===== src/tccu_consts.svh =====
`ifndef TCCU_CONSTS_SVH
`define TCCU_CONSTS_SVH

// Byte register map, 4-bit address
`define TCCU_OFF_CR2 4'h0
`define TCCU_OFF_CR1 4'h1
`define TCCU_OFF_SR 4'h2
`define TCCU_OFF_IC1H 4'h3
`define TCCU_OFF_IC1L 4'h4
`define TCCU_OFF_OC1H 4'h5
`define TCCU_OFF_OC1L 4'h6
`define TCCU_OFF_CNTH 4'h7
`define TCCU_OFF_CNTL 4'h8
`define TCCU_OFF_ACNTH 4'h9
`define TCCU_OFF_ACNTL 4'hA
`define TCCU_OFF_IC2H 4'hB
`define TCCU_OFF_IC2L 4'hC
`define TCCU_OFF_OC2H 4'hD
`define TCCU_OFF_OC2L 4'hE

// Status register bit positions
`define TCCU_SR_ICF1 7
`define TCCU_SR_OCF1 6
`define TCCU_SR_TOF 5
`define TCCU_SR_ICF2 4
`define TCCU_SR_OCF2 3

// Control register one force and output level bit positions
`define TCCU_CR1_FOLV2 4
`define TCCU_CR1_FOLV1 3
`define TCCU_CR1_OLVL2 2
`define TCCU_CR1_OLVL1 0

// Reset values and counter top value
`define TCCU_CR1_RST 8'h00
`define TCCU_CR2_RST 8'h00
`define TCCU_CNT_RST 16'hFFFC
`define TCCU_CNT_TOP 16'hFFFF
`define TCCU_OC_RST 16'h8000

// Clock-select encodings
`define TCCU_CC_DIV4 2'h0
`define TCCU_CC_DIV2 2'h1
`define TCCU_CC_DIV8 2'h2
`define TCCU_CC_EXT 2'h3

`endif


===== src/tccu_pkg.sv =====
package tccu_pkg;

  // First control register, bit 7 down to bit 0
  typedef struct packed {
    logic capture_irq_enable;
    logic compare_irq_enable;
    logic overflow_irq_enable;
    logic force_output_level2;
    logic force_output_level1;
    logic compare_output_level2;
    logic capture_edge_select1;
    logic compare_output_level1;
  } tccu_ctrl_one_t;

  // Second control register, bit 7 down to bit 0
  typedef struct packed {
    logic compare_output_enable1;
    logic compare_output_enable2;
    logic single_pulse_mode;
    logic pwm_mode;
    logic [1:0] timer_clock_select;
    logic capture_edge_select2;
    logic ext_clock_edge_select;
  } tccu_ctrl_two_t;

  // One register bus request
  typedef struct packed {
    logic wr;
    logic rd;
    logic [3:0] addr;
    logic [7:0] wdata;
  } tccu_bus_t;

endpackage : tccu_pkg


===== src/tccu_timer.sv =====
`timescale 1ns/1ps
`include "tccu_consts.svh"

module tccu_timer
  import tccu_pkg::*;
(
  input wire logic I_REF_CLK,
  input wire logic I_RESET_N,
  input wire logic [3:0] I_ADDR,
  input wire logic [7:0] I_WDATA,
  input wire logic I_WR,
  input wire logic I_RD,
  output logic [7:0] O_RDATA,
  input wire logic I_IRQ_MASK,
  input wire logic I_EXT_CLK,
  input wire logic [1:0] I_CAP_PIN,
  output logic [1:0] O_CMP_PIN,
  output logic [1:0] O_CMP_OE,
  output logic O_TIMER_IRQ
);

  tccu_bus_t bus;
  tccu_ctrl_one_t ctrl_one_ff;
  tccu_ctrl_two_t ctrl_two_ff;
  logic [2:0] pre_ff;
  logic ext_prev_ff;
  logic ext_edge;
  logic tick;
  logic [15:0] cnt_ff;
  logic [15:0] cnt_inc;
  logic cnt_load;
  logic [7:0] cnt_buf_ff;
  logic cnt_lock_ff;
  logic tof_ff;
  logic tof_arm_ff;
  logic sr_rd;
  logic alt_mode;
  logic [1:0] force_hit;
  logic [1:0] cap_prev_ff;
  logic [15:0] cap_ff [2];
  logic [1:0] cap_lock_ff;
  logic [1:0] icf_ff;
  logic [1:0] icf_arm_ff;
  logic [15:0] oc_ff [2];
  logic [1:0] oc_hold_ff;
  logic [1:0] ocf_ff;
  logic [1:0] ocf_arm_ff;
  logic [1:0] cmp_pin_ff;
  logic [7:0] nxt_rdata;
  logic [7:0] rdata_ff;

  // Read strobe at a given offset
  function automatic logic is_rd(input tccu_bus_t b, input logic [3:0] off);
    return b.rd && (b.addr == off);
  endfunction : is_rd

  // Write strobe at a given offset
  function automatic logic is_wr(input tccu_bus_t b, input logic [3:0] off);
    return b.wr && (b.addr == off);
  endfunction : is_wr

  // Active transition on a sampled line; rising when sel is high
  function automatic logic edge_seen(input logic sel, input logic prev, input logic cur);
    return sel ? (!prev && cur) : (prev && !cur);
  endfunction : edge_seen

  assign bus = '{wr: I_WR, rd: I_RD, addr: I_ADDR, wdata: I_WDATA};
  assign sr_rd = is_rd(bus, `TCCU_OFF_SR);
  assign alt_mode = ctrl_two_ff.single_pulse_mode || ctrl_two_ff.pwm_mode;

  // Control registers; force bits are strobes and are never stored
  always_ff @(posedge I_REF_CLK) begin
    if (!I_RESET_N) begin
      ctrl_one_ff <= `TCCU_CR1_RST;
      ctrl_two_ff <= `TCCU_CR2_RST;
    end else begin
      if (is_wr(bus, `TCCU_OFF_CR1)) begin
        ctrl_one_ff <= bus.wdata & 8'hE7;
      end
      if (is_wr(bus, `TCCU_OFF_CR2)) begin
        ctrl_two_ff <= bus.wdata;
      end
    end
  end

  // Force strobes, dead while a waveform mode owns the pins
  assign force_hit[0] = is_wr(bus, `TCCU_OFF_CR1) && bus.wdata[`TCCU_CR1_FOLV1]
                        && !alt_mode;
  assign force_hit[1] = is_wr(bus, `TCCU_OFF_CR1) && bus.wdata[`TCCU_CR1_FOLV2]
                        && !alt_mode;

  // Free-running prescaler; shared by the three internal rates
  always_ff @(posedge I_REF_CLK) begin
    if (!I_RESET_N) begin
      pre_ff <= 3'h0;
    end else begin
      pre_ff <= pre_ff + 3'h1;
    end
  end

  // External clock sampled once; the edge is seen by comparing the live pin with that sample, so the
  // counter always moves on the internal clock, never on the pin itself
  always_ff @(posedge I_REF_CLK) begin
    if (!I_RESET_N) begin
      ext_prev_ff <= 1'b0;
    end else begin
      ext_prev_ff <= I_EXT_CLK;
    end
  end

  assign ext_edge = edge_seen(ctrl_two_ff.ext_clock_edge_select, ext_prev_ff,
                              I_EXT_CLK);

  // Timer tick per clock select; a faster external clock than allowed loses
  // edges here, so the source must keep its spacing
  always_comb begin
    case (ctrl_two_ff.timer_clock_select)
      `TCCU_CC_DIV2: tick = pre_ff[0];
      `TCCU_CC_DIV4: tick = &pre_ff[1:0];
      `TCCU_CC_DIV8: tick = &pre_ff;
      `TCCU_CC_EXT: tick = ext_edge;
      default: tick = 1'b0;
    endcase
  end

  // Free-running counter; a low-byte write reloads the reset value
  assign cnt_inc = cnt_ff + 16'h0001;
  assign cnt_load = is_wr(bus, `TCCU_OFF_CNTL) || is_wr(bus, `TCCU_OFF_ACNTL);

  always_ff @(posedge I_REF_CLK) begin
    if (!I_RESET_N) begin
      cnt_ff <= `TCCU_CNT_RST;
    end else if (cnt_load) begin
      cnt_ff <= `TCCU_CNT_RST;
    end else if (tick) begin
      cnt_ff <= cnt_inc;
    end
  end

  // Low byte buffered by a high-byte read so a 16-bit read is coherent
  always_ff @(posedge I_REF_CLK) begin
    if (!I_RESET_N) begin
      cnt_buf_ff <= 8'h00;
      cnt_lock_ff <= 1'b0;
    end else if (is_rd(bus, `TCCU_OFF_CNTH) || is_rd(bus, `TCCU_OFF_ACNTH)) begin
      cnt_buf_ff <= cnt_ff[7:0];
      cnt_lock_ff <= 1'b1;
    end else if (is_rd(bus, `TCCU_OFF_CNTL) || is_rd(bus, `TCCU_OFF_ACNTL)) begin
      cnt_lock_ff <= 1'b0;
    end
  end

  // Overflow flag; only the plain low byte clears it, the alternate one
  // lets software sample the count without losing an overflow
  always_ff @(posedge I_REF_CLK) begin
    if (!I_RESET_N) begin
      tof_ff <= 1'b0;
      tof_arm_ff <= 1'b0;
    end else begin
      if (tick && !cnt_load && cnt_ff == `TCCU_CNT_TOP) begin
        tof_ff <= 1'b1;
      end else if (tof_arm_ff && (is_rd(bus, `TCCU_OFF_CNTL)
                                  || is_wr(bus, `TCCU_OFF_CNTL))) begin
        tof_ff <= 1'b0;
      end
      if (sr_rd && tof_ff) begin
        tof_arm_ff <= 1'b1;
      end else if (is_rd(bus, `TCCU_OFF_CNTL) || is_wr(bus, `TCCU_OFF_CNTL)) begin
        tof_arm_ff <= 1'b0;
      end
    end
  end

  // Capture and compare channels, index 0 is channel 1
  for (genvar g = 0; g < 2; g++) begin : g_chan
    localparam logic [3:0] IC_HI = (g == 0) ? `TCCU_OFF_IC1H : `TCCU_OFF_IC2H;
    localparam logic [3:0] IC_LO = (g == 0) ? `TCCU_OFF_IC1L : `TCCU_OFF_IC2L;
    localparam logic [3:0] OC_HI = (g == 0) ? `TCCU_OFF_OC1H : `TCCU_OFF_OC2H;
    localparam logic [3:0] OC_LO = (g == 0) ? `TCCU_OFF_OC1L : `TCCU_OFF_OC2L;
    logic edge_sel;
    logic cap_go;
    logic ic_lo_acc;
    logic oc_lo_acc;
    logic match;
    logic cmp_go;
    logic out_en;
    logic out_lvl;
    logic force_lvl;

    assign edge_sel = (g == 0) ? ctrl_one_ff.capture_edge_select1
                               : ctrl_two_ff.capture_edge_select2;
    assign out_en = (g == 0) ? ctrl_two_ff.compare_output_enable1
                             : ctrl_two_ff.compare_output_enable2;
    assign out_lvl = (g == 0) ? ctrl_one_ff.compare_output_level1
                              : ctrl_one_ff.compare_output_level2;
    // A force takes the level written with it, not the stale stored one
    assign force_lvl = (g == 0) ? bus.wdata[`TCCU_CR1_OLVL1]
                                : bus.wdata[`TCCU_CR1_OLVL2];
    assign ic_lo_acc = is_rd(bus, IC_LO) || is_wr(bus, IC_LO);
    assign oc_lo_acc = is_rd(bus, OC_LO) || is_wr(bus, OC_LO);

    // Pin is watched whatever the port does, even when driven as output
    always_ff @(posedge I_REF_CLK) begin
      if (!I_RESET_N) begin
        cap_prev_ff[g] <= 1'b0;
      end else begin
        cap_prev_ff[g] <= I_CAP_PIN[g];
      end
    end

    // Capture allowed unless locked by a half-read or, on channel 1 only, stolen by a mode
    assign cap_go = edge_seen(edge_sel, cap_prev_ff[g], I_CAP_PIN[g])
                    && !cap_lock_ff[g] && !(g == 0 && alt_mode);

    always_ff @(posedge I_REF_CLK) begin
      if (!I_RESET_N) begin
        cap_ff[g] <= 16'h0000;
      end else if (cap_go) begin
        cap_ff[g] <= cnt_ff;
      end
    end

    // High-byte read locks the channel until its low byte is read
    always_ff @(posedge I_REF_CLK) begin
      if (!I_RESET_N) begin
        cap_lock_ff[g] <= 1'b0;
      end else if (is_rd(bus, IC_HI)) begin
        cap_lock_ff[g] <= 1'b1;
      end else if (is_rd(bus, IC_LO)) begin
        cap_lock_ff[g] <= 1'b0;
      end
    end

    // Capture flag: a new capture wins over a clear in the same cycle
    always_ff @(posedge I_REF_CLK) begin
      if (!I_RESET_N) begin
        icf_ff[g] <= 1'b0;
        icf_arm_ff[g] <= 1'b0;
      end else begin
        if (cap_go) begin
          icf_ff[g] <= 1'b1;
        end else if (icf_arm_ff[g] && ic_lo_acc) begin
          icf_ff[g] <= 1'b0;
        end
        if (sr_rd && icf_ff[g]) begin
          icf_arm_ff[g] <= 1'b1;
        end else if (ic_lo_acc) begin
          icf_arm_ff[g] <= 1'b0;
        end
      end
    end

    // Compare value, written bytewise; the high byte parks the channel
    always_ff @(posedge I_REF_CLK) begin
      if (!I_RESET_N) begin
        oc_ff[g] <= `TCCU_OC_RST;
        oc_hold_ff[g] <= 1'b0;
      end else if (is_wr(bus, OC_HI)) begin
        oc_ff[g][15:8] <= bus.wdata;
        oc_hold_ff[g] <= 1'b1;
      end else if (is_wr(bus, OC_LO)) begin
        oc_ff[g][7:0] <= bus.wdata;
        oc_hold_ff[g] <= 1'b0;
      end
    end

    // Fast clock fires as the counter reaches the value; slower clocks
    // fire one count later, as the counter leaves it
    assign match = (ctrl_two_ff.timer_clock_select == `TCCU_CC_DIV2)
                   ? (cnt_inc == oc_ff[g]) : (cnt_ff == oc_ff[g]);
    assign cmp_go = tick && !cnt_load && match && !oc_hold_ff[g];

    // Compare flag: a match wins over a clear in the same cycle
    always_ff @(posedge I_REF_CLK) begin
      if (!I_RESET_N) begin
        ocf_ff[g] <= 1'b0;
        ocf_arm_ff[g] <= 1'b0;
      end else begin
        if (cmp_go) begin
          ocf_ff[g] <= 1'b1;
        end else if (ocf_arm_ff[g] && oc_lo_acc) begin
          ocf_ff[g] <= 1'b0;
        end
        if (sr_rd && ocf_ff[g]) begin
          ocf_arm_ff[g] <= 1'b1;
        end else if (oc_lo_acc) begin
          ocf_arm_ff[g] <= 1'b0;
        end
      end
    end

    // Pin latch moves only with the output enabled
    always_ff @(posedge I_REF_CLK) begin
      if (!I_RESET_N) begin
        cmp_pin_ff[g] <= 1'b0;
      end else if (out_en && force_hit[g]) begin
        cmp_pin_ff[g] <= force_lvl;
      end else if (out_en && cmp_go) begin
        cmp_pin_ff[g] <= out_lvl;
      end
    end
  end

  assign O_CMP_PIN = cmp_pin_ff;
  assign O_CMP_OE = {ctrl_two_ff.compare_output_enable2,
                     ctrl_two_ff.compare_output_enable1};

  // Read mux; answer registered for the cycle after the strobe
  always_comb begin
    nxt_rdata = 8'h00;
    case (bus.addr)
      `TCCU_OFF_CR2: nxt_rdata = ctrl_two_ff;
      `TCCU_OFF_CR1: nxt_rdata = ctrl_one_ff;
      `TCCU_OFF_SR: begin
        nxt_rdata[`TCCU_SR_ICF1] = icf_ff[0];
        nxt_rdata[`TCCU_SR_OCF1] = ocf_ff[0];
        nxt_rdata[`TCCU_SR_TOF] = tof_ff;
        nxt_rdata[`TCCU_SR_ICF2] = icf_ff[1];
        nxt_rdata[`TCCU_SR_OCF2] = ocf_ff[1];
      end
      `TCCU_OFF_IC1H: nxt_rdata = cap_ff[0][15:8];
      `TCCU_OFF_IC1L: nxt_rdata = cap_ff[0][7:0];
      `TCCU_OFF_OC1H: nxt_rdata = oc_ff[0][15:8];
      `TCCU_OFF_OC1L: nxt_rdata = oc_ff[0][7:0];
      `TCCU_OFF_CNTH: nxt_rdata = cnt_ff[15:8];
      `TCCU_OFF_CNTL: nxt_rdata = cnt_lock_ff ? cnt_buf_ff : cnt_ff[7:0];
      `TCCU_OFF_ACNTH: nxt_rdata = cnt_ff[15:8];
      `TCCU_OFF_ACNTL: nxt_rdata = cnt_lock_ff ? cnt_buf_ff : cnt_ff[7:0];
      `TCCU_OFF_IC2H: nxt_rdata = cap_ff[1][15:8];
      `TCCU_OFF_IC2L: nxt_rdata = cap_ff[1][7:0];
      `TCCU_OFF_OC2H: nxt_rdata = oc_ff[1][15:8];
      `TCCU_OFF_OC2L: nxt_rdata = oc_ff[1][7:0];
      default: nxt_rdata = 8'h00;
    endcase
  end

  // Data held only in the cycle after a read, zero otherwise
  always_ff @(posedge I_REF_CLK) begin
    if (!I_RESET_N) begin
      rdata_ff <= 8'h00;
    end else if (bus.rd) begin
      rdata_ff <= nxt_rdata;
    end else begin
      rdata_ff <= 8'h00;
    end
  end

  assign O_RDATA = rdata_ff;

  // One shared request; a pending flag fires as soon as mask and enable allow
  assign O_TIMER_IRQ = !I_IRQ_MASK && (
      (ctrl_one_ff.capture_irq_enable && |icf_ff)
      || (ctrl_one_ff.compare_irq_enable && |ocf_ff)
      || (ctrl_one_ff.overflow_irq_enable && tof_ff));

endmodule : tccu_timer


===== config.mk =====
export PLATFORM = sky130hd
export DESIGN_NAME = tccu_timer
export DESIGN_NICKNAME = d
export VERILOG_FILES = /design/src/tccu_pkg.sv /design/src/tccu_timer.sv
export VERILOG_INCLUDE_DIRS = /design/src
export SDC_FILE = /design/constraint.sdc
export NUM_CORES = 1
export LEC_CHECK = 0
export BUFFER_PORTS_ARGS = -buffer_cell sky130_fd_sc_hd__buf_2
export CAP_MARGIN = 10
export CORE_MARGIN = 2
export CORE_UTILIZATION = 45
export DETAILED_ROUTE_END_ITERATION = 10
export GPL_ROUTABILITY_DRIVEN = 0
export GPL_TIMING_DRIVEN = 0
export SLEW_MARGIN = 20
export SYNTH_ARGS = -nofsm -noshare
export SYNTH_HDL_FRONTEND = slang
export SYNTH_SLANG_ARGS = --single-unit
export TNS_END_PERCENT = 20

===== constraint.sdc =====
create_clock -name I_REF_CLK -period 6.42 [get_ports I_REF_CLK]
set_input_delay 1.284 -clock I_REF_CLK [delete_from_list [all_inputs] [get_ports I_REF_CLK]]
set_output_delay 1.284 -clock I_REF_CLK [all_outputs]
set_load 0.01 [all_outputs]

-- Word level (Yosys, flattened, before mapping)
Memories as Yosys holds them, arrays and structs flattened.
Index checks and enable logic that the tools add are counted.
- bits of input ports: 20
- word-level logic and storage cells: 249
- output and inout bits: 13
- flip-flop bits (word level): 69
- memory bits (writable): 64
- memories kept: 2
- memories (memory ; words ; bits a word ; read ports ; clocked after memory_dff ; write ports ; RTL line ; RTL):
    cap_ff ; 2 ; 16 ; 2 ; 0 ; 2 ; tccu_timer.sv:40 ; logic [15:0] cap_ff [2];
    oc_ff ; 2 ; 16 ; 2 ; 0 ; 2 ; tccu_timer.sv:44 ; logic [15:0] oc_ff [2];
- bitwise operators: 7
- $add $sub $neg: 2
- multiplexer cells: 70
- equal/unequal tests: 22
- reductions and logical operators: 109
- operators with widths (cell ; count):
    5-bit one-hot mux with 13 select lines ; 1
    16-bit == test ; 4
    1-bit two-way mux ; 60
    1-bit logical AND ; 58
    8-bit two-way mux ; 5
    3-bit one-hot mux with 12 select lines ; 1
    2-bit nonzero test ; 17
    16-bit two-way mux ; 2
    4-bit == test (second input constant) ; 7
    16-bit by 1-bit adder with 16-bit output (second input constant) ; 1
    16-bit == test (second input constant) ; 1
    4-bit by 3-bit == test with 1-bit output (second input constant) ; 4
    1-bit logical NOT ; 13
    1-bit logical OR ; 11
    2-bit OR reduction ; 5
    4-bit by 2-bit == test with 1-bit output (second input constant) ; 2
    1-bit OR ; 6
    2-bit == test (second input constant) ; 2
    4-bit by 1-bit == test with 1-bit output (second input constant) ; 1
    4-bit logical NOT ; 1
    1-bit one-hot mux with 4 select lines ; 1
    2-bit AND reduction ; 2
    3-bit by 1-bit adder with 3-bit output (second input constant) ; 1
    3-bit AND reduction ; 1
    other kinds (3) ; 3

-- Longest topological paths before layout
Gate-level depths: netlist of run 1.
- depth after elaboration: 10
- mapped depth: 11
- depth with buffers taken out: 9

-- Worst setup path before layout of run 1
Ideal clock, no wire load.
- path kind: in2reg
- start point: in I_EXT_CLK
- end point: reg cmp_pin_ff[1] (netlist: O_CMP_PIN[1])
- path slack: 3362 ps
- arrival time: 2940 ps
- library setup time: 118 ps
- required time: 6302 ps
- path buffers: 1
- stages on the path: 9
- cell sequence: nand2_1 > o22ai_1 > mux4_2 > buf_2 > nor4bb_1 > o2111ai_1 > or4_4 > mux2i_1 > nor2_1
- cells in the longest elaborated chain, start to end: 9
- elaborated cells on any way between the ends: 10
- classes of those cells: mux: 2; reduce/logical: 8
- RTL lines (element ; RTL line ; RTL):
    start: declaration ; tccu_timer.sv:15 ; input wire logic I_EXT_CLK,
    1-bit logical NOT ; tccu_timer.sv:64 ; return sel ? (!prev && cur) : (prev && !cur);
    1-bit logical AND ; tccu_timer.sv:64 ;
    1-bit two-way mux (*) ; tccu_timer.sv:64 ;
    1-bit one-hot mux with 4 select lines (*) ; tccu_timer.sv:117 ; case (ctrl_two_ff.timer_clock_select)
    1-bit logical AND (*) (3 in series) ; tccu_timer.sv:271 ; assign cmp_go = tick && !cnt_load && match && !oc_hold_ff[g];
    1-bit logical AND (*) ; tccu_timer.sv:298 ; end else if (out_en && cmp_go) begin
    2-bit nonzero test (no line) (*) ; - ;
    end signal: indexed assignment ; tccu_timer.sv:297 ; cmp_pin_ff[g] <= force_lvl;
    end signal: indexed assignment ; tccu_timer.sv:299 ; cmp_pin_ff[g] <= out_lvl;
    end: declaration ; tccu_timer.sv:48 ; logic [1:0] cmp_pin_ff;
Every way passes the cells marked *; elsewhere a longest branch is shown, timed or not.
A chain may end at the register's enable or synchronous reset.

-- Worst setup path in the final report of run 1
- start point: in I_EXT_CLK
- end point: reg tof_ff
- cells in the longest elaborated chain, start to end: 7
- elaborated cells on any way between the ends: 9
- classes of those cells: mux: 3; reduce/logical: 6
- RTL lines (element ; RTL line ; RTL):
    1-bit logical NOT ; tccu_timer.sv:64 ;
    1-bit logical AND ; tccu_timer.sv:64 ;
    1-bit two-way mux (*) ; tccu_timer.sv:64 ;
    1-bit one-hot mux with 4 select lines (*) ; tccu_timer.sv:117 ;
    1-bit logical AND (*) ; tccu_timer.sv:160 ; if (tick && !cnt_load && cnt_ff == `TCCU_CNT_TOP) begin
    1-bit logical AND (no line) (*) ; - ;
    1-bit two-way mux / 2-bit nonzero test (equally long branches) ; - ;
    end signal: assignment ; tccu_timer.sv:157 ; tof_ff <= 1'b0;
    end signal: assignment ; tccu_timer.sv:161 ; tof_ff <= 1'b1;
    end signal: assignment ; tccu_timer.sv:164 ; tof_ff <= 1'b0;
    end: declaration ; tccu_timer.sv:34 ; logic tof_ff;
Marks and branches as above.

==> summary.txt, run 1 <==
pwr dens -> 270 mW/mm²
syn avg cell area -> 9.77 µm²
Remaining Overflow, GRT -> 0
Initial Util -> 46.1%
# IOs -> 33
CTS buffer count -> 17
Final Slew Violations -> 0
critical path required time -> 6.77 ns
Post-synth EDFFs -> 64
Hold Crit Class -> reg2reg
# diodes -> 0
CTS H-Tree Depth -> 4
WL/cell -> 23.3 µm
first-pass GRT wire length -> 34600 µm
# DRC -> 0
Reg clk slew, reported paths -> 0.06 ns
CTS tree -> built
CTS Root Cell -> clkbuf_16
CTS resizes -> 0
ratio of cells with drive above 1 in the final layout -> 14.0%
core area -> 0.0152 mm²
vias in the first global route -> 5773
Mapped Cells -> 717
height of the die -> 129 µm
synthesis-to-finish area growth -> 15.1%
Worst-Skew Late Latency -> 0.43 ns
WL final -> 22500 µm
VDD IR-drop max -> 0.189 mV
critical path class -> in2reg
post-synth top area share -> 27.4%
post-route cell area -> 0.00807 mm²
Post-DP HPWL -> 16500 µm
Worst Setup Start Kind -> input pin
Area after DPL -> 0.00741 mm²
PortBufs -> 29
fin worst setup slack -> 3.16 ns
Via Count -> 5944
sequential area share after synthesis -> 47.2%
TNS Setup -> 0 ns
Mapped Nets -> 740
FP Rows -> 45
Die Area -> 0.0166 mm²
cts hold-fix bufs -> 0
Final nets -> 789
remaining antenna violation count -> 0
DRT Pass-1 Iters -> 6
min cycle time layout -> 3.26 ns
status -> completed
clk sinks -> 133
endpoint class of the critical path -> register
fraction of registers with async set/reset -> 0%
Post-CTS Setup Bufs -> 0
GR Util All Layers -> 28.3%
post-synth cell types -> 67
Top FF cell, synth -> dfxtp_1
Clock Tree Buf Depth -> 2
Hold Fails Final Rpt -> 0
Initial DRC Count -> 874
total power -> 2180 µW
Max Fanout on Critical Path -> 10
pin count of the biggest net entering global routing -> 17
final setup vio count -> 0
most frequent cells after synthesis -> nand2_1, dfxtp_1, edfxtp_1
leak pwr -> 0.00304 µW
vias per cell -> 6.15
final hold slack -> 0.456 ns
synth top area cells -> edfxtp_1, dfxtp_1, nand2_1, xnor2_1, and3_1
max-cap violations -> 0
Fin Clk Skew -> 0.0120 ns
initial antenna violation count -> 0
RSZ-0062 raised after global routing -> false
Fill cells -> 1398
#FFs+latches synth -> 133
most numerous cell in the Yosys netlist -> nand2_1
pre-CTS setup slack -> 2.73 ns
Slew HR -> 32.8%
CP Data Arrival Time -> 3.61 ns
fmax -> 0.307 GHz
Tightest Pin Transition -> 1.00 ns
final worst-path cycle share -> 50.7%
Cell Area, Synth -> 0.00700 mm²
cell taking the most area after synthesis -> edfxtp_1
chip width -> 129 µm
Synthesis Warnings -> 0
-- through the flow --
| stage | instances | utilization, % |
|---|---|---|
| final | 967 | 53.1 |
| after global routing | 967 | 53.1 |
| after CTS | 967 | 53.1 |
| after detailed placement | 935 | 48.7 |
| after global placement | 934 | 48.6 |
| after floorplan | 717 | - |
-- logic make-up after synthesis --
logic type,Yosys count,synth area share [%]
AOI/OAI and AO/OA,126,13.0
xor gates and xnor gates,58,7.25
adders and majority gates,3,0.536
buffers and inverters,56,3.91
DFF,133,47.2
muxes,15,2.32
and+or+nand+nor,326,25.8
-- worst max-delay path: stages --
cell,delay [ns]
buf_2,0.10
nand2_1,0.05
o22ai_1,0.15
mux4_2,0.24
buf_2,0.27
nand4_1,0.23
or2_2,0.39
nor3_1,0.38
nand4_1,0.30
a21boi_1,0.21
-- metal layers --
layer | vias up | track usage, % | share of wire, %
li1 | 2692 | - | -
met1 | 2873 | 38.8 | 43
met2 | 317 | 42.4 | 44
met3 | 62 | 6.86 | 8.8
met4 | 0 | 13.2 | 4.3
met5 | - | 0 | 0
-- path summary, 6_finish.rpt --
kind                   from      endpoint  slack (ns)  cells past startpoint
setup / recovery  I_EXT_CLK        tof_ff        3.16                     10
hold / removal    pre_ff[0]     pre_ff[0]        0.46                      1
setup reg to reg  cnt_ff[0]  O_CMP_PIN[0]        3.52                      9
hold reg to reg   pre_ff[0]     pre_ff[0]        0.46                      1
-- layout by cell type (no fill, tap or decap), types with 5 or more instances in the layout --
cell       count
xnor2_1       32
nand2b_1      16
nand3_1       37
xor2_1        26
nor4_1         5
dfxtp_1       69
clkbuf_16     22
a22o_1         5
edfxtp_1      64
nor3_1        12
and3_1        42
a21boi_0      24
a21oi_1       18
nand4_1        8
or2_2          5
buf_6          5
and2_1        37
a22oi_1       16
nor2_1        27
o21ai_0       16
nor2b_1       14
clkbuf_1      36
a31oi_1       11
a222oi_1       5
mux2i_1       14
a221oi_1      11
nand2_1       91
buf_2         39
-- registers in the layout, indices dropped and copies added, names as in the netlist, 3 cells and up --
signal / flops
cap_ff: 32
O_RDATA: 8
cnt_ff: 16
cnt_buf_ff: 8
pre_ff: 3
oc_ff: 32
ctrl_one_ff: 3
ctrl_two_ff: 5
-- area by class of cell --
class | count | area [µm²] | share of cell area [%]
well taps | 188 | 235 | 2.92
clock inverters | 8 | 88.8 | 1.10
clock buffers | 24 | 569 | 7.06
inverters | 1 | 3.75 | 0.0465
multi-input cells | 528 | 3440 | 42.7
repair buffers | 30 | 150 | 1.86
plain buffers | 55 | 270 | 3.35
flip-flops and latches | 133 | 3300 | 41.0
-- power by group --
part / internal, µW / total [µW] / switching, µW
sequential: 926 / 957 / 30.7
clock: 670 / 1080 / 405
combinational: 51.8 / 147 / 95.0
total: 1650 / 2180 / 531
Note: power is estimated with default switching activity, not from simulation.
==> run 2, diff against run 1 <==
==> constraint.sdc (replaced) <==
create_clock -name I_REF_CLK -period 2.99 [get_ports I_REF_CLK]
set_input_delay 0.598 -clock I_REF_CLK [delete_from_list [all_inputs] [get_ports I_REF_CLK]]
set_output_delay 0.598 -clock I_REF_CLK [all_outputs]
set_load 0.01 [all_outputs]
==> run 2 against run 1 <==
Against the previous run:
- cell area up 0.23%
- global-route usage unchanged
- clock power grew 110%
- die area stayed put
- first-iteration DRC count fell by 14%
- clock skew shrank 0.0022 ns
- critical path type is now reg2reg
- setup slack worse by 3.0 ns
==> summary.txt, run 2 (synthesized netlist as in run 1, its figures left out) <==
Post-CTS Setup Bufs -> 0
WL/cell -> 23.4 µm
RSZ-0062 raised after global routing -> true
Remaining Overflow, GRT -> 0
final worst-path cycle share -> 95.8%
pre-CTS setup slack -> -0.00953 ns
Worst-Skew Late Latency -> 0.43 ns
Final Slew Violations -> 0
Crit path buffers/inverters -> 3
commonest non-fill, non-tap cell in the layout -> nand2_1
Slew HR -> 32.7%
ratio of cells with drive above 1 in the final layout -> 14.5%
Clock Tree Buf Depth -> 2
Hold Crit Class -> in2reg
top flop regs -> cap_ff (32), oc_ff (32), cnt_ff (16)
leak pwr -> 0.00304 µW
final hold slack -> 0.399 ns
max-cap violations -> 0
clk sinks -> 133
post-layout util -> 53.2%
Final nets -> 789
cts hold-fix bufs -> 0
height of the die -> 129 µm
Worst Setup Start Kind -> register
WL final -> 22600 µm
post-route insts no fill -> 967
synthesis-to-finish area growth -> 15.4%
Reg clk slew, reported paths -> 0.06 ns
Slowest-stage cell, CP -> or4_4
# IOs -> 33
status -> completed
CTS Root Cell -> clkbuf_16
FP Rows -> 45
CTS buffer count -> 17
Max Fanout on Critical Path -> 9
Die Area -> 0.0166 mm²
GR Util All Layers -> 28.3%
pwr dens -> 577 mW/mm²
Via Count -> 5968
vias in the first global route -> 5773
fin worst setup slack -> 0.126 ns
r2r setup slk -> 0.13 ns
critical path required time -> 3.31 ns
final setup vio count -> 0
# DRC -> 0
chip width -> 129 µm
Initial Util -> 46.1%
endpoint class of the critical path -> register
fmax -> 0.349 GHz
DRT Pass-1 Iters -> 6
Tightest Pin Transition -> 1.00 ns
Placed Cells -> 935
Post-DP HPWL -> 16500 µm
remaining antenna violation count -> 0
# diodes -> 0
Worst path max stage delay -> 0.57 ns
initial antenna violation count -> 0
CTS H-Tree Depth -> 4
Fin Clk Skew -> 0.00977 ns
CP Data Arrival Time -> 3.18 ns
critical path, cell by cell -> buf_2 -> nand2b_1 -> buf_2 -> or4_4 -> buf_6 -> xnor2_1 -> nor2_1 -> o2111ai_1 -> or4_4 -> mux2i_1 -> nor2_1
VDD IR-drop max -> 0.407 mV
Top Family by Delay on Critical Path -> simple AND/OR/NAND/NOR gates
first-pass GRT wire length -> 34600 µm
CTS tree -> built
vias per cell -> 6.17
critical path class -> reg2reg
CTS resizes -> 0
core area -> 0.0152 mm²
pin count of the biggest net entering global routing -> 17
TNS Setup -> 0 ns
most frequent cells in the layout -> nand2_1, dfxtp_1, edfxtp_1
Hold Fails Final Rpt -> 0
PortBufs -> 29
min cycle time layout -> 2.86 ns
Initial DRC Count -> 748
==> run 2: where the power goes <==
part           internal, µW  switching, µW  leakage (µW)
Combinational           112            205       0.00151
Sequential             1990           66.5       0.00120
Clock                  1440            859      0.000330
==> run 2: layer usage <==
metal / global-route usage (%) / vias up / share of wire (%)
met5: 0 / - / 0
met4: 13.2 / 0 / 4.6
met3: 6.86 / 68 / 8.9
met2: 42.4 / 316 / 44
met1: 38.8 / 2889 / 43
li1: - / 2695 / -
==> run 2: worst paths after layout <==
path	startpoint	end	cells after the start
worst max register to register	ctrl_two_ff[2]	O_CMP_PIN[1]	11
worst min register to register	pre_ff[0]	pre_ff[0]	1
worst min-delay path	I_EXT_CLK	ext_prev_ff	2
worst max-delay path	ctrl_two_ff[2]	O_CMP_PIN[1]	11
==> run 2: layout make-up <==
cell class / count / area (µm²)
well taps: 188 / 235
flip-flops and latches: 133 / 3300
clock buffers: 24 / 569
clock inverters: 8 / 88.8
inverters: 1 / 3.75
repair buffers: 30 / 150
multi-input cells: 528 / 3460
fillers: 1397 / 7120
plain buffers: 55 / 277
==> run 2: through the flow <==
stage          instance area, µm²  total power (µW)
3_3_place_gp                 7380              2390
4_1_cts                      8070              4670
5_1_grt                      8080              4800
6_report                     8080              4670
2_1_floorplan                7000              2260
3_5_place_dp                 7410              2400
==> run 3, diff against run 2 <==
==> constraint.sdc (replaced) <==
create_clock -name I_REF_CLK -period 2.4 [get_ports I_REF_CLK]
set_input_delay 0.48 -clock I_REF_CLK [delete_from_list [all_inputs] [get_ports I_REF_CLK]]
set_output_delay 0.48 -clock I_REF_CLK [all_outputs]
set_load 0.01 [all_outputs]
==> run 3 against run 2 <==
Against the previous run:
- the run now ends with negative setup slack left
- critical endpoint unchanged
- flip-flop and latch count is the same
- count of clock-buffer cells in the layout shrank 2
- first-iteration DRC count grew 8.7%
- global-route usage grew 0.76 points
==> summary.txt, run 3 (synthesized netlist as in run 1, its figures left out) <==
status -> finished, violations left
failing checks -> negative setup slack
final worst-path cycle share -> 106%
Clk pwr share -> 46.9%
Area after DPL -> 0.00743 mm²
critical path required time -> 2.71 ns
chip width -> 129 µm
Worst path max stage delay -> 0.58 ns
Slowest-stage cell, CP -> or4_4
cts hold-fix bufs -> 0
Via Count -> 6275
min cycle time layout -> 2.55 ns
Max Fanout on Critical Path -> 10
Hold Crit Class -> in2reg
ratio of cells with drive above 1 in the final layout -> 24.5%
fin worst setup slack -> -0.148 ns
Tightest Pin Transition -> 0.974 ns
max-cap violations -> 0
Flop pwr share -> 45.6%
post-route insts no fill -> 1017
Hold Fails Final Rpt -> 0
RSZ-0062 raised after global routing -> true
Reg clk slew, reported paths -> 0.06 ns
net switching power -> 1430 µW
vias per cell -> 6.17
most frequent cells in the layout -> nand2_1, edfxtp_1, dfxtp_1
Post-DP HPWL -> 16600 µm
remaining antenna violation count -> 0
CP Data Arrival Time -> 2.86 ns
vias in the first global route -> 5882
synthesis-to-finish area growth -> 24.6%
CTS Root Cell -> clkbuf_16
Remaining Overflow, GRT -> 0
pin count of the biggest net entering global routing -> 17
# IOs -> 33
height of the die -> 129 µm
Gate power share -> 7.5%
# diodes -> 0
Worst Setup Start Kind -> register
Die Area -> 0.0166 mm²
Initial Util -> 46.1%
CTS H-Tree Depth -> 4
TNS Setup -> -0.400 ns
endpoint class of the critical path -> register
total power -> 5610 µW
final setup vio count -> 4
Final nets -> 839
CTS buffer count -> 17
core area -> 0.0152 mm²
WL/cell -> 23.2 µm
DRT Pass-1 Iters -> 8
Sw Share -> 25.4%
post-route cell area -> 0.00873 mm²
CTS tree -> built
first-pass GRT wire length -> 35400 µm
pwr dens -> 643 mW/mm²
Slew HR -> 34.8%
top flop regs -> cap_ff (32), oc_ff (32), cnt_ff (16)
Final Slew Violations -> 0
PortBufs -> 29
FP Rows -> 45
commonest non-fill, non-tap cell in the layout -> nand2_1
initial antenna violation count -> 0
Worst-Skew Late Latency -> 0.43 ns
Fin Clk Skew -> 0.0118 ns
critical path, cell by cell -> clkbuf_4 -> nand4_1 -> nor4_4 -> xnor2_2 -> buf_4 -> xor2_1 -> nand2_1 -> or4_4 -> mux2i_1 -> nor2_1
leak pwr -> 0.00335 µW
P_int -> 4180 µW
critical path class -> reg2reg
WL final -> 23600 µm
# DRC -> 0
Clock Tree Buf Depth -> 2
fmax -> 0.392 GHz
clk sinks -> 133
Initial DRC Count -> 813
GR Util All Layers -> 29.1%
Placed Cells -> 937
VDD IR-drop max -> 0.483 mV
[run 3: per-stage QoR]
stage | hold slack [ns] | setup WS [ns] | util, %
after global placement | 0.435 | -0.791 | 48.6
after detailed placement | 0.438 | -0.520 | 48.9
after global routing | 0.285 | -0.312 | 57.4
after floorplan | 0.415 | 0.0142 | -
after CTS | 0.283 | -0.113 | 55.0
final | 0.292 | -0.148 | 57.4
[run 3: per-layer routing]
metal,up-vias,track usage (%),share of wire [%]
met1,3033,39.7,41
met2,378,43.7,45
li1,2797,-,-
met3,67,7.03,9.8
met5,-,0,0
met4,0,13.6,4.2
[run 3: critical path, delay by kind of cell, from the launching register on]
kind | cells | cell delay [ns]
buf+inv | 2 | 0.38
mux | 1 | 0.18
flops | 1 | 0.36
simple gates | 5 | 1.19
xor+xnor | 2 | 0.32
[run 3: path summary, 6_finish.rpt]
path | from | cells past startpoint | end | slack (ns)
worst min register to register | pre_ff[0] | 1 | pre_ff[0] | 0.41
worst max-delay path | cnt_ff[12] | 10 | O_CMP_PIN[1] | -0.15
worst min-delay path | I_CAP_PIN[1] | 2 | cap_prev_ff[1] | 0.29
worst max register to register | cnt_ff[12] | 10 | O_CMP_PIN[1] | -0.15
[run 3: power by group through the flow]
stage	sequential [µW]	clock, µW	combinational, µW
2_1_floorplan	2560	0	248
3_3_place_gp	2600	0	376
3_5_place_dp	2600	0	386
4_1_cts	2550	2640	398
5_1_grt	2560	2740	454
6_report	2560	2630	421
[run 3: repair_timing]
action                                  4_1_cts  5_1_grt
pin swaps                                    21       21
endpoints found under the setup margin        6       46
buffers inserted                             22       30
resized for setup                            41       41
gates cloned                                  0        0
[run 3: final cells by class]
cell class              count  area [µm²]
fillers                  1322        6470
multi-input cells         528        3660
flip-flops and latches    133        3340
repair buffers             84         597
clock buffers              22         518
plain buffers              51         297
well taps                 188         235
clock inverters            10        77.6
inverters                   1        3.75
